## src/inc/adapter_seq_pkg.sv

```systemverilog
/*
  Constants, frame kinds and carrier structs for the equipment-side
  command sequencer. Assumes a frame layer that delivers whole decoded
  frames and sends whole frames on request.
*/
package adapter_seq_pkg;
  // ==========================================================
  // Clock and time base
  localparam int CLK_HZ          = 250_000_000;
  localparam int TICK_HZ         = 1000;
  localparam int TICK_CYCLES_DEF = CLK_HZ / TICK_HZ;
  localparam int PRE_W           = 20;
  localparam int MS_W            = 13;
  typedef logic [MS_W-1:0] ms_t;

  // ==========================================================
  // Timeouts in seconds and in ticks
  localparam int MAX_RESPONSE_TIME_S = 3;
  localparam int INIT_WAIT_LIMIT_S   = 6;
  localparam int DISPOSAL_MIN_WAIT_S = 6;
  localparam ms_t MAX_RESP_TICKS = ms_t'(MAX_RESPONSE_TIME_S * TICK_HZ);
  localparam ms_t INIT_WAIT_TICKS = ms_t'(INIT_WAIT_LIMIT_S * TICK_HZ);
  // One extra tick covers the unaligned first tick of a least wait
  localparam ms_t DISPOSAL_TICKS = ms_t'(DISPOSAL_MIN_WAIT_S * TICK_HZ + 1);

  // ==========================================================
  // Retry and error-frequency defaults
  localparam logic [1:0] RETRY_LIMIT_DEF = 2'h3;
  localparam logic [3:0] ERR_LIMIT_DEF   = 4'h4;

  // ==========================================================
  // Frame kinds on the link
  typedef enum logic [3:0] {
    FR_NONE, ST_ACC_REQ, ST_ACC_RSP, ST_NTF_REQ, ST_NTF_RSP,
    OBJ_REQ, OBJ_RSP, COMM_ERR, CONF_REQ, CONF_RSP,
    INIT_DONE_NTF, INIT_DONE_RSP
  } frame_e;

  typedef struct packed {
    logic   valid;
    logic   err;
    frame_e kind;
  } rx_s;

  typedef struct packed {
    logic   valid;
    frame_e kind;
  } tx_s;

  // ==========================================================
  // Whole state of the sequencer
  typedef struct packed {
    logic [PRE_W-1:0] pre;
    logic             tick;
    tx_s              tx;
    logic             reqInTx;
    logic             busy;
    logic             reqSend;
    frame_e           reqKind;
    ms_t              reqMs;
    logic [1:0]       tries;
    logic             respPend;
    frame_e           respKind;
    logic             done;
    logic             fail;
    logic [3:0]       errCnt;
    logic             errFreq;
    logic             initWait;
    ms_t              initMs;
    logic             initDone;
    logic             initTimeout;
    logic             disposing;
    ms_t              dispMs;
    logic             disposeDone;
  } state_s;
endpackage

```

## src/design/equipment_sequencer.sv

```systemverilog
/*
  Equipment-side sequencer facing a middleware adapter: answers the
  adapter's requests, originates status notification and object access
  requests with timeout and retry, and times the init and disposal waits.
  Assumes a frame layer that flags receive errors and acknowledges each
  transmitted frame with txAck.
*/
// How it works
// Adapter expects status access response within three seconds.
// We answer each status access request within three seconds.
// Adapter answers our status notification within three seconds.
// We send status notifications and time out after three seconds.
// Adapter answers our object access request within three seconds.
// We send object access requests and time out after three seconds.
// A received frame with an error is dropped; we send an error frame. We send none while a response is still queued or on the line.
// An error frame answering our request means resend, like timeout.
// Adapter drops bad frames from us and sends an error frame.
// Adapter resends its request when we answer with an error frame.
// Adapter flags frequent errors in its error properties.
// Only one own request outstanding until its response arrives.
// Requests arriving before our pending response is sent are dropped.
// Adapter answers multi Get from own data without upstream gets.
// Adapter fetches upstream-get values by status access first.
// Adapter answers multi Set alone without upstream sets.
// Adapter forwards upstream-set values by status access first.
// Adapter finishes initialization within five seconds.
// We wait at most six seconds for init completion.
// We answer interface-data confirmation within three seconds.
// We wait at least six seconds for adapter data disposal.
// Adapter waits five seconds for confirmation response.
// Timeouts count a one-millisecond tick, cleared when a request goes out.
`timescale 1ns/10ps
module equipment_sequencer
  import adapter_seq_pkg::*;
#(
  parameter int unsigned TICK_CYCLES = TICK_CYCLES_DEF,
  parameter logic [1:0]  RETRY_LIMIT = RETRY_LIMIT_DEF,
  parameter logic [3:0]  ERR_LIMIT   = ERR_LIMIT_DEF
) (
  input  wire logic clk,
  input  wire logic rst_n,
  input  wire rx_s  rxFrame,
  input  wire logic txAck,
  output tx_s       txFrame,
  input  wire logic ntfStart,
  input  wire logic objStart,
  output logic      busy,
  output logic      done,
  output logic      fail,
  input  wire logic initWaitStart,
  output logic      initDone,
  output logic      initTimeout,
  input  wire logic disposeStart,
  output logic      disposeDone,
  input  wire logic errClr,
  output logic      errFreq
);

  // ==========================================================
  // Frame decoding
  // Adapter-originated frames that we must answer
  function automatic logic isReq(input frame_e k);
    return (k == ST_ACC_REQ) || (k == CONF_REQ) || (k == INIT_DONE_NTF);
  endfunction

  // Response kind matching a request kind
  function automatic frame_e rspOf(input frame_e k);
    unique case (k)
      ST_ACC_REQ:    return ST_ACC_RSP;
      ST_NTF_REQ:    return ST_NTF_RSP;
      OBJ_REQ:       return OBJ_RSP;
      CONF_REQ:      return CONF_RSP;
      INIT_DONE_NTF: return INIT_DONE_RSP;
      default:       return FR_NONE;
    endcase
  endfunction

  // ==========================================================
  // Reset release
  logic [1:0] rstSync_q;
  logic       rstN;

  // Two-stage release of the asynchronous reset
  always_ff @(posedge clk or negedge rst_n) begin
    if (!rst_n) begin
      rstSync_q <= 2'h0;
    end else begin
      rstSync_q <= {rstSync_q[0], 1'b1};
    end
  end
  assign rstN = rstSync_q[1];

  // ==========================================================
  // Sequencer
  state_s s_q;
  state_s s_d;
  logic   waiting;
  logic   tmo;
  logic   retry;
  logic   bad;
  logic   respBusy;

  // Next-state logic
  always_comb begin
    s_d = s_q;
    s_d.done = 1'b0;
    s_d.fail = 1'b0;
    s_d.initDone = 1'b0;
    s_d.initTimeout = 1'b0;
    s_d.disposeDone = 1'b0;
    tmo = 1'b0;
    retry = 1'b0;
    bad = 1'b0;
    waiting = s_q.busy && !s_q.reqSend && !s_q.reqInTx;

    // Millisecond tick
    if (s_q.pre == PRE_W'(TICK_CYCLES - 1)) begin
      s_d.pre = '0;
      s_d.tick = 1'b1;
    end else begin
      s_d.pre = s_q.pre + PRE_W'(1);
      s_d.tick = 1'b0;
    end

    // Transmit handshake; pending response goes before our request
    if (s_q.tx.valid) begin
      if (txAck) begin
        s_d.tx.valid = 1'b0;
        s_d.reqInTx = 1'b0;
      end
    end else if (s_q.respPend) begin
      s_d.tx = '{valid: 1'b1, kind: s_q.respKind};
      s_d.respPend = 1'b0;
    end else if (s_q.reqSend) begin
      s_d.tx = '{valid: 1'b1, kind: s_q.reqKind};
      s_d.reqInTx = 1'b1;
      s_d.reqSend = 1'b0;
      s_d.reqMs = '0;
    end

    // Response timer for our outstanding request
    if (waiting && s_q.tick) begin
      if (s_q.reqMs < MAX_RESP_TICKS) begin
        s_d.reqMs = s_q.reqMs + ms_t'(1);
      end
    end
    if (waiting && s_q.reqMs >= MAX_RESP_TICKS) begin
      tmo = 1'b1;
    end

    // A response is still owed while queued or on the line
    respBusy = s_d.respPend || (s_d.tx.valid && !s_d.reqInTx);

    // Received frames
    if (rxFrame.valid) begin
      if (rxFrame.err) begin
        bad = 1'b1;
        if (!respBusy) begin
          s_d.respPend = 1'b1;
          s_d.respKind = COMM_ERR;
        end
      end else if (rxFrame.kind == COMM_ERR) begin
        if (waiting) begin
          retry = 1'b1;
        end
        bad = 1'b1;
      end else if (isReq(rxFrame.kind)) begin
        if (!respBusy) begin
          s_d.respPend = 1'b1;
          s_d.respKind = rspOf(rxFrame.kind);
          if (rxFrame.kind == INIT_DONE_NTF && s_q.initWait) begin
            s_d.initWait = 1'b0;
            s_d.initDone = 1'b1;
          end
        end
      end else if (waiting && rxFrame.kind == rspOf(s_q.reqKind)) begin
        s_d.busy = 1'b0;
        s_d.done = 1'b1;
        s_d.errCnt = 4'h0;
      end
    end

    // Resend on timeout or error answer, give up past the limit
    if ((tmo || retry) && !s_d.done) begin
      bad = 1'b1;
      if (s_q.tries == RETRY_LIMIT) begin
        s_d.busy = 1'b0;
        s_d.fail = 1'b1;
      end else begin
        s_d.tries = s_q.tries + 2'h1;
        s_d.reqSend = 1'b1;
        s_d.reqMs = '0;
      end
    end

    // Error frequency flag; a new error wins over a clear
    if (bad && s_q.errCnt != 4'hF) begin
      s_d.errCnt = s_q.errCnt + 4'h1;
    end
    if (errClr) begin
      s_d.errFreq = 1'b0;
      s_d.errCnt = bad ? s_d.errCnt : 4'h0;
    end
    if (bad && s_d.errCnt >= ERR_LIMIT) begin
      s_d.errFreq = 1'b1;
    end

    // New own request only when none is outstanding
    if (!s_d.busy && (ntfStart || objStart)) begin
      s_d.busy = 1'b1;
      s_d.reqSend = 1'b1;
      s_d.reqKind = ntfStart ? ST_NTF_REQ : OBJ_REQ;
      s_d.tries = 2'h0;
      s_d.reqMs = '0;
    end

    // Wait for init completion, at most the limit
    if (initWaitStart) begin
      s_d.initWait = 1'b1;
      s_d.initMs = '0;
    end else if (s_q.initWait && s_d.initWait) begin
      if (s_q.initMs >= INIT_WAIT_TICKS) begin
        s_d.initWait = 1'b0;
        s_d.initTimeout = 1'b1;
      end else if (s_q.tick) begin
        s_d.initMs = s_q.initMs + ms_t'(1);
      end
    end

    // Wait for adapter data disposal, at least the limit
    if (disposeStart) begin
      s_d.disposing = 1'b1;
      s_d.dispMs = '0;
    end else if (s_q.disposing) begin
      if (s_q.dispMs >= DISPOSAL_TICKS) begin
        s_d.disposing = 1'b0;
        s_d.disposeDone = 1'b1;
      end else if (s_q.tick) begin
        s_d.dispMs = s_q.dispMs + ms_t'(1);
      end
    end
  end

  // State register
  always_ff @(posedge clk or negedge rstN) begin
    if (!rstN) begin
      s_q <= '0;
    end else begin
      s_q <= s_d;
    end
  end

  // ==========================================================
  // Outputs straight from state
  assign txFrame     = s_q.tx;
  assign busy        = s_q.busy;
  assign done        = s_q.done;
  assign fail        = s_q.fail;
  assign initDone    = s_q.initDone;
  assign initTimeout = s_q.initTimeout;
  assign disposeDone = s_q.disposeDone;
  assign errFreq     = s_q.errFreq;

endmodule // equipment_sequencer

```

## config.mk

```make
export PLATFORM = sky130hd
export DESIGN_NAME = equipment_sequencer
export DESIGN_NICKNAME = d
export VERILOG_FILES = /design/src/inc/adapter_seq_pkg.sv /design/src/design/equipment_sequencer.sv
export SDC_FILE = /design/constraint.sdc
export NUM_CORES = 1
export LEC_CHECK = 0
export ABC_AREA = 1
export BUFFER_PORTS_ARGS = -buffer_cell sky130_fd_sc_hd__clkbuf_2
export CAP_MARGIN = 30
export CORE_MARGIN = 5
export CORE_UTILIZATION = 55
export DETAILED_ROUTE_END_ITERATION = 8
export PLACE_DENSITY = 0.72
export SLEW_MARGIN = 20
export SYNTH_ARGS = -nofsm -noshare
export SYNTH_HDL_FRONTEND = slang
export SYNTH_SLANG_ARGS = --single-unit
```

## constraint.sdc

```tcl
create_clock -name clk -period 2.49 [get_ports clk]
set_input_delay 0.498 -clock clk [delete_from_list [all_inputs] [get_ports clk]]
set_output_delay 0.498 -clock clk [all_outputs]
set_load 0.01 [all_outputs]
```

==> results.sh, run 1 <==
export IMPL_grt_pass1_wl_microns=16600
export IMPL_grt_pass1_vias=3835
export IMPL_dieArea_sq_mm=0.0109
export IMPL_p_per_area_mw_per_mm2=614
export IMPL_place_ws_ns=0.392
export IMPL_synth_edf_count=0
export IMPL_arrival_ns=2.38
export IMPL_routabilityCongestion=0.901
export IMPL_vias=3951
export IMPL_fin_util_pct=61.5
export IMPL_p_total_mw=3.29
export IMPL_avgSynthCellArea_sq_um=8.11
export IMPL_ir_drop_mv=0.300
export IMPL_cp_end_kind="register"
export IMPL_yosysUniqueCellTypes=46
export IMPL_design_portCount=26
export IMPL_tns_ns=0
export IMPL_grt_start_max_net_pins=52
export IMPL_rows=34
export IMPL_path_common_cell="nand2_1"
export IMPL_clk_pin_slew_worst_paths_ns=0.10
export IMPL_wire_per_inst_microns=12.7
export IMPL_first_iter_violations=249
export IMPL_hold_viol_final=0
export IMPL_grt_ovfl_total=0
export IMPL_cts_buffers=9
export IMPL_clockBufferDepth=2
export IMPL_cts_setup_buffers=0
export IMPL_antenna_cells=0
export IMPL_n_fill_cell=767
export IMPL_cpPeakStageDelay_ns=0.44
export IMPL_critPathRequiredTime_ns=2.77
export IMPL_antenna_found_initial=0
export IMPL_worstMarginPinSlew_ns=0.682
export IMPL_max_freq_mhz=476
export IMPL_timing_final_crit_share_pct=84.3
export IMPL_critical_path_class="reg -> reg"
export IMPL_drcViolationCount=0
export IMPL_min_period_ns=2.10
export IMPL_syn_nets=628
export IMPL_cts_tree="built"
export IMPL_setup_violations=0
export IMPL_drt_total_wl_microns=9520
export IMPL_crit_slowest_cell="dfrtp_1"
export IMPL_drive_gt1_share_pct=11.7
export IMPL_core_area_sq_mm=0.00872
export IMPL_worstPathCellList="ha_1 -> nor2_1 -> nand3_1 -> a21oi_1 -> nor2_1 -> nand2_1 -> nand2_1 -> nand2_1 -> nand2_1 -> nor2_2 -> nor2_4 -> inv_2 -> nand2_1 -> o21ai_0"
export IMPL_seq_area_sq_mm=0.00231
export IMPL_synth_main_ff_cell="dfrtp_1"
export IMPL_critPathLaunchType="register"
export IMPL_synth_top_cell_by_area="dfrtp_1"
export IMPL_clk_latency_ns=0.35
export IMPL_h_tree_depth=3
export IMPL_synth_top_cell_area_share_pct=46.9
export IMPL_finClkSkew_ns=0.0126
export IMPL_firstDrtPassIters=5
export IMPL_detail_route_antenna_nets=0
export IMPL_leakage_nw=2.74
export IMPL_cp_max_fo=10
export IMPL_multi_input_area_sq_mm=0.00222
export IMPL_yosysSeqAreaShare_pct=46.9
export IMPL_fin_nets=659
export IMPL_fp_dieW_microns=104
export IMPL_maxCapViolCount=0
export IMPL_cts_root_buf="clkbuf_8"
export IMPL_rsz0062_at_grt="no"
export IMPL_synth_area_leaders="dfrtp_1 (47%), nand2_1 (11%), inv_1 (6.2%)"
export IMPL_critical_path_top_delay_family="simple AND/OR/NAND/NOR gates"
export IMPL_synthArstFlopShare_pct=100
export IMPL_fin_ws_ns=0.391
export IMPL_clock_sinks=92
export IMPL_whs_ns=0.320
export IMPL_hold_class="reg -> async"
export IMPL_slew_headroom_pct=54.0
export IMPL_syn_area_sq_mm=0.00491
export IMPL_yosysWarnings=0
export IMPL_ys_ff_latch=92
export IMPL_initial_core_util_pct=56.3
export IMPL_viasPerCell=5.28
export IMPL_synthCells=605
export IMPL_status="completed"
export IMPL_cts_resized=0
export IMPL_slew_violations=0
export IMPL_grt_usage_pct=18.0
export IMPL_worst_path_buf_inv=1
export IMPL_area_growth_pct=9.33
export IMPL_port_buffers=25
export IMPL_dp_hpwl_microns=7040
export IMPL_ctsHoldBuffers=1
export IMPL_dieHeight_microns=104
[routing by layer]
metal,global-route usage (%),vias to the layer above,wire length [microns]
met5,0,-,0
met4,6.57,0,125
met2,29.8,80,4610
met3,2.55,10,300
li1,-,2003,-
met1,24.1,1858,4480
[power by group]
part / total [mW] / leakage (nW) / internal, mW / switching [mW]
Clock: 1.04 / 0.103 / 0.500 / 0.535
Combinational: 0.522 / 1.42 / 0.188 / 0.334
Sequential: 1.74 / 1.22 / 1.62 / 0.117
Total: 3.29 / 2.74 / 2.31 / 0.987
[final cells by class]
| cell class | count | area share, % |
|---|---|---|
| Sequential cell | 92 | 43.0 |
| Multi-Input combinational cell | 417 | 41.4 |
| Inverter | 89 | 6.32 |
| Timing Repair Buffer | 27 | 2.89 |
| Clock buffer | 10 | 2.57 |
| Tap cell | 108 | 2.52 |
| Clock inverter | 6 | 1.35 |
[worst reg2reg max path, stage by stage (launching register included)]
cell and delay [ns]:
dfrtp_1 0.44, ha_1 0.21, nor2_1 0.08, nand3_1 0.07, a21oi_1 0.12, nor2_1 0.05, nand2_1 0.05, nand2_1 0.07
nand2_1 0.08, nand2_1 0.08, nor2_2 0.38, nor2_4 0.13, inv_2 0.13, nand2_1 0.05, o21ai_0 0.07
[flip-flops by register name, indices dropped and copies added (netlist names)]
name / cells
errFreq: 1
initDone: 1
done: 1
rstSync_q: 2
initTimeout: 1
busy: 1
s_q: 78
fail: 1
disposeDone: 1
txFrame: 5
[path summary, 6_finish.rpt]
path | depth (start not counted) | startpoint | endpoint | slack (ns)
max | 14 | s_q[1]$_DFFE_PN0P_ | s_q[12]$_DFFE_PN0P_ | 0.39
min | 0 | rstSync_q[1]$_DFF_PN0_ | txFrame[1]$_DFFE_PN0P_ | 0.32
max reg2reg | 14 | s_q[1]$_DFFE_PN0P_ | s_q[12]$_DFFE_PN0P_ | 0.39
min reg2reg | 0 | rstSync_q[1]$_DFF_PN0_ | txFrame[1]$_DFFE_PN0P_ | 0.32
max in group asynchronous | 1 | rstSync_q[1]$_DFF_PN0_ | initTimeout$_DFF_PN0_ | 1.53
min in group clk | 2 | txAck | txFrame[4]$_DFF_PN0_ | 0.35
[metrics by stage]
step	instance area (sq um)	std cells
final	5370	749
after detailed placement	5140	732
after CTS	5370	749
after global placement	5140	732
after global routing	5370	749
after floorplan	4910	605
[placed cells by master, fill, tap and decap left out, drive strengths merged, types with 4 or more instances in the layout]
cell | synthesis | final
inv | 88 | 89
nor2 | 77 | 77
ha | 9 | 9
o21ai | 30 | 30
clkbuf | 1 | 35
xor2 | 26 | 26
nand3 | 46 | 46
nor4 | 5 | 5
nand2 | 145 | 145
clkinv | 1 | 4
dfrtp | 92 | 92
nand4 | 21 | 21
a21oi | 15 | 15
nor3 | 16 | 16
xnor2 | 6 | 6
[synthesized netlist by cell type, types with 7 or more instances]
| cell | instances |
|---|---|
| a21oi_1 | 15 |
| inv_1 | 81 |
| o21ai_0 | 18 |
| ha_1 | 9 |
| nor3_1 | 14 |
| o21ai_1 | 7 |
| nand4_1 | 19 |
| dfrtp_1 | 92 |
| nand3_1 | 43 |
| xor2_1 | 26 |
| nand2_1 | 141 |
| nor2_1 | 69 |
[cell families (layout without fill, tap and decap cells)]
kind of cell,count (synthesis),in the layout,synth area share (%)
xor+xnor,32,32,5.71
simple gates,317,317,29.8
buf+inv,96,132,7.85
other cells,1,1,0.0764
fa+ha+maj,9,9,2.29
flops,92,92,46.9
compound gates,58,58,7.32
No activity file was read; power rests on OpenSTA's default activity.
==> run 2, diff against run 1 <==
Clock period 2.49 ns to 1.9 ns, I/O delays scaled along.
==> run 2 against run 1 <==
Non-clock buffer count up 35. Clock skew about the same. Sequential power up 30%. Register-to-register slack worse by 0.36 ns. Sequential share of layout area down 2.9 points. Critical endpoint is now s_q[49]$_DFF_PN0_. Largest cell class is now multi-input combinational cells. Largest power group unchanged. Highest routed layer unchanged.
==> results.sh, run 2 (synthesis results as in run 1) <==
export IMPL_grt_start_max_net_pins=37
export IMPL_grt_pass1_vias=4192
export IMPL_layout_common_cells="nand2_1 (136), dfrtp_1 (89), inv_1 (77)"
export IMPL_detail_route_antenna_nets=0
export IMPL_grt_pass1_wl_microns=18000
export IMPL_antenna_cells=0
export IMPL_drcViolationCount=0
export IMPL_rrSetupSlack_ns=0.03
export IMPL_dieArea_sq_mm=0.0109
export IMPL_rows=34
export IMPL_p_total_mw=4.38
export IMPL_clk_latency_ns=0.36
export IMPL_core_area_sq_mm=0.00872
export IMPL_routabilityCongestion=0.891
export IMPL_timing_final_crit_share_pct=98.6
export IMPL_fin_ws_ns=0.0272
export IMPL_tns_ns=0
export IMPL_area_growth_pct=17.2
export IMPL_max_freq_mhz=534
export IMPL_arrival_ns=2.11
export IMPL_viasPerCell=5.24
export IMPL_fp_dieW_microns=104
export IMPL_dp_cells=755
export IMPL_initial_core_util_pct=56.3
export IMPL_critPathRequiredTime_ns=2.14
export IMPL_layout_cells_non_filler=785
export IMPL_min_period_ns=1.87
export IMPL_reg2reg_to="s_q[49]$_DFF_PN0_"
export IMPL_layout_commonest_cell="nand2_1"
export IMPL_drt_total_wl_microns=10200
export IMPL_drive_gt1_share_pct=21.4
export IMPL_status="completed"
export IMPL_firstDrtPassIters=4
export IMPL_clockBufferDepth=2
export IMPL_wire_per_inst_microns=13.0
export IMPL_worstPathCellList="inv_2 -> nor3_4 -> nand4_1 -> nand2_2 -> nand2_4 -> o21ai_4 -> o21ai_4 -> inv_4 -> nor2_4 -> nand2_4 -> nor2_2"
export IMPL_critPathLaunchType="register"
export IMPL_port_buffers=25
export IMPL_hp_start="txAck"
export IMPL_crit_slowest_cell="dfrtp_1"
export IMPL_cp_max_fo=7
export IMPL_holdPathStages=2
export IMPL_ir_drop_mv=0.433
export IMPL_cts_buffers=9
export IMPL_hold_class="in -> reg"
export IMPL_p_per_area_mw_per_mm2=760
export IMPL_rsz0062_at_grt="yes"
export IMPL_hold_viol_final=0
export IMPL_design_portCount=26
export IMPL_setup_violations=0
export IMPL_r2r_start="busy$_DFF_PN0_"
export IMPL_clk_pin_slew_worst_paths_ns=0.09
export IMPL_grt_usage_pct=19.5
export IMPL_finClkSkew_ns=0.0128
export IMPL_cts_root_buf="clkbuf_8"
export IMPL_maxCapViolCount=0
export IMPL_antenna_found_initial=0
export IMPL_vias=4115
export IMPL_critical_path_class="reg -> reg"
export IMPL_largest_reg_flops=78
export IMPL_grt_ovfl_total=0
export IMPL_place_ws_ns=-0.00364
export IMPL_cp_end_kind="register"
export IMPL_fin_nets=695
export IMPL_cts_tree="built"
export IMPL_top_register="s_q"
export IMPL_h_tree_depth=3
export IMPL_clock_sinks=92
export IMPL_leakage_nw=2.90
export IMPL_dp_hpwl_microns=7370
export IMPL_min_to="txFrame[4]$_DFF_PN0_"
export IMPL_dieHeight_microns=104
export IMPL_first_iter_violations=197
export IMPL_slew_violations=0
export IMPL_cpPeakStageDelay_ns=0.39
export IMPL_ff2ff_path_depth=11
[run 2: cell types whose count changed in the layout (fill, tap and decap cells not counted), sizes merged]
cell,delta
nor2,+1
clkinv,-2
inv,-1
clkinvlp,+1
clkbuf,+2
buf,+35
[run 2: timing repair]
action | in CTS | in global routing
pin swaps | 0 | 12
hold buffers | 1 | 0
setup endpoints to repair | 8 | 51
endpoints found under the hold margin | 2 | 0
gates resized for setup | 1 | 50
gates cloned | 0 | 1
setup buffers | 0 | 12
[run 2: metal layers]
layer  routed length (microns)  vias up  share of wire, %  track usage, %
met5                         0        -                 0               0
met4                       191        0               1.9            7.22
met3                       366       17               3.6            3.10
met2                      5100       70                50            33.4
met1                      4590     1949                45            24.9
li1                          -     2079                 -               -
[run 2: power by group]
part	switching [mW]	internal, mW	leakage, nW
combinational	0.496	0.333	1.59
sequential	0.136	2.12	1.22
clock	0.676	0.608	0.0866
total	1.31	3.07	2.90
[run 2: per-stage QoR]
stage	util, %	hold WS, ns	instance area, sq um
after global routing	66.0	0.238	5750
after global placement	61.0	0.166	5320
after CTS	63.3	0.240	5520
after floorplan	-	0.0844	4910
final	66.0	0.245	5750
after detailed placement	61.0	0.168	5320
[run 2: area by class of cell]
type	instances	area, sq um
fillers	717	2970
multi-input cells	418	2350
flip-flops and latches	92	2310
repair buffers	62	425
inverters	89	347
clock buffers	12	135
well taps	108	135
clock inverters	4	50.0
[run 2: critical path: cells and delay by family (launching register included)]
family / cells / cell delay (ns)
AO/OA/AOI/OAI: 2 / 0.28
AND/OR/NAND/NOR: 7 / 0.93
flip-flops: 1 / 0.39
buffers and inverters: 2 / 0.16
[run 2: worst max-delay path by stage]
| stage | startpoint | end | slack, ns | depth (start not counted) |
|---|---|---|---|---|
| after floorplan | s_q[1]$_DFFE_PN0P_ | s_q[5]$_DFFE_PN0P_ | 0.12 | 13 |
| after global placement | s_q[62]$_DFF_PN0_ | s_q[50]$_DFF_PN0_ | 0.07 | 10 |
| after detailed placement | rxFrame[0] | s_q[49]$_DFF_PN0_ | -0.004 | 12 |
| after CTS | s_q[62]$_DFF_PN0_ | s_q[49]$_DFF_PN0_ | 0.002 | 11 |
| after global routing | s_q[2]$_DFFE_PN0P_ | s_q[5]$_DFFE_PN0P_ | -0.12 | 14 |
| final | busy$_DFF_PN0_ | s_q[49]$_DFF_PN0_ | 0.03 | 11 |
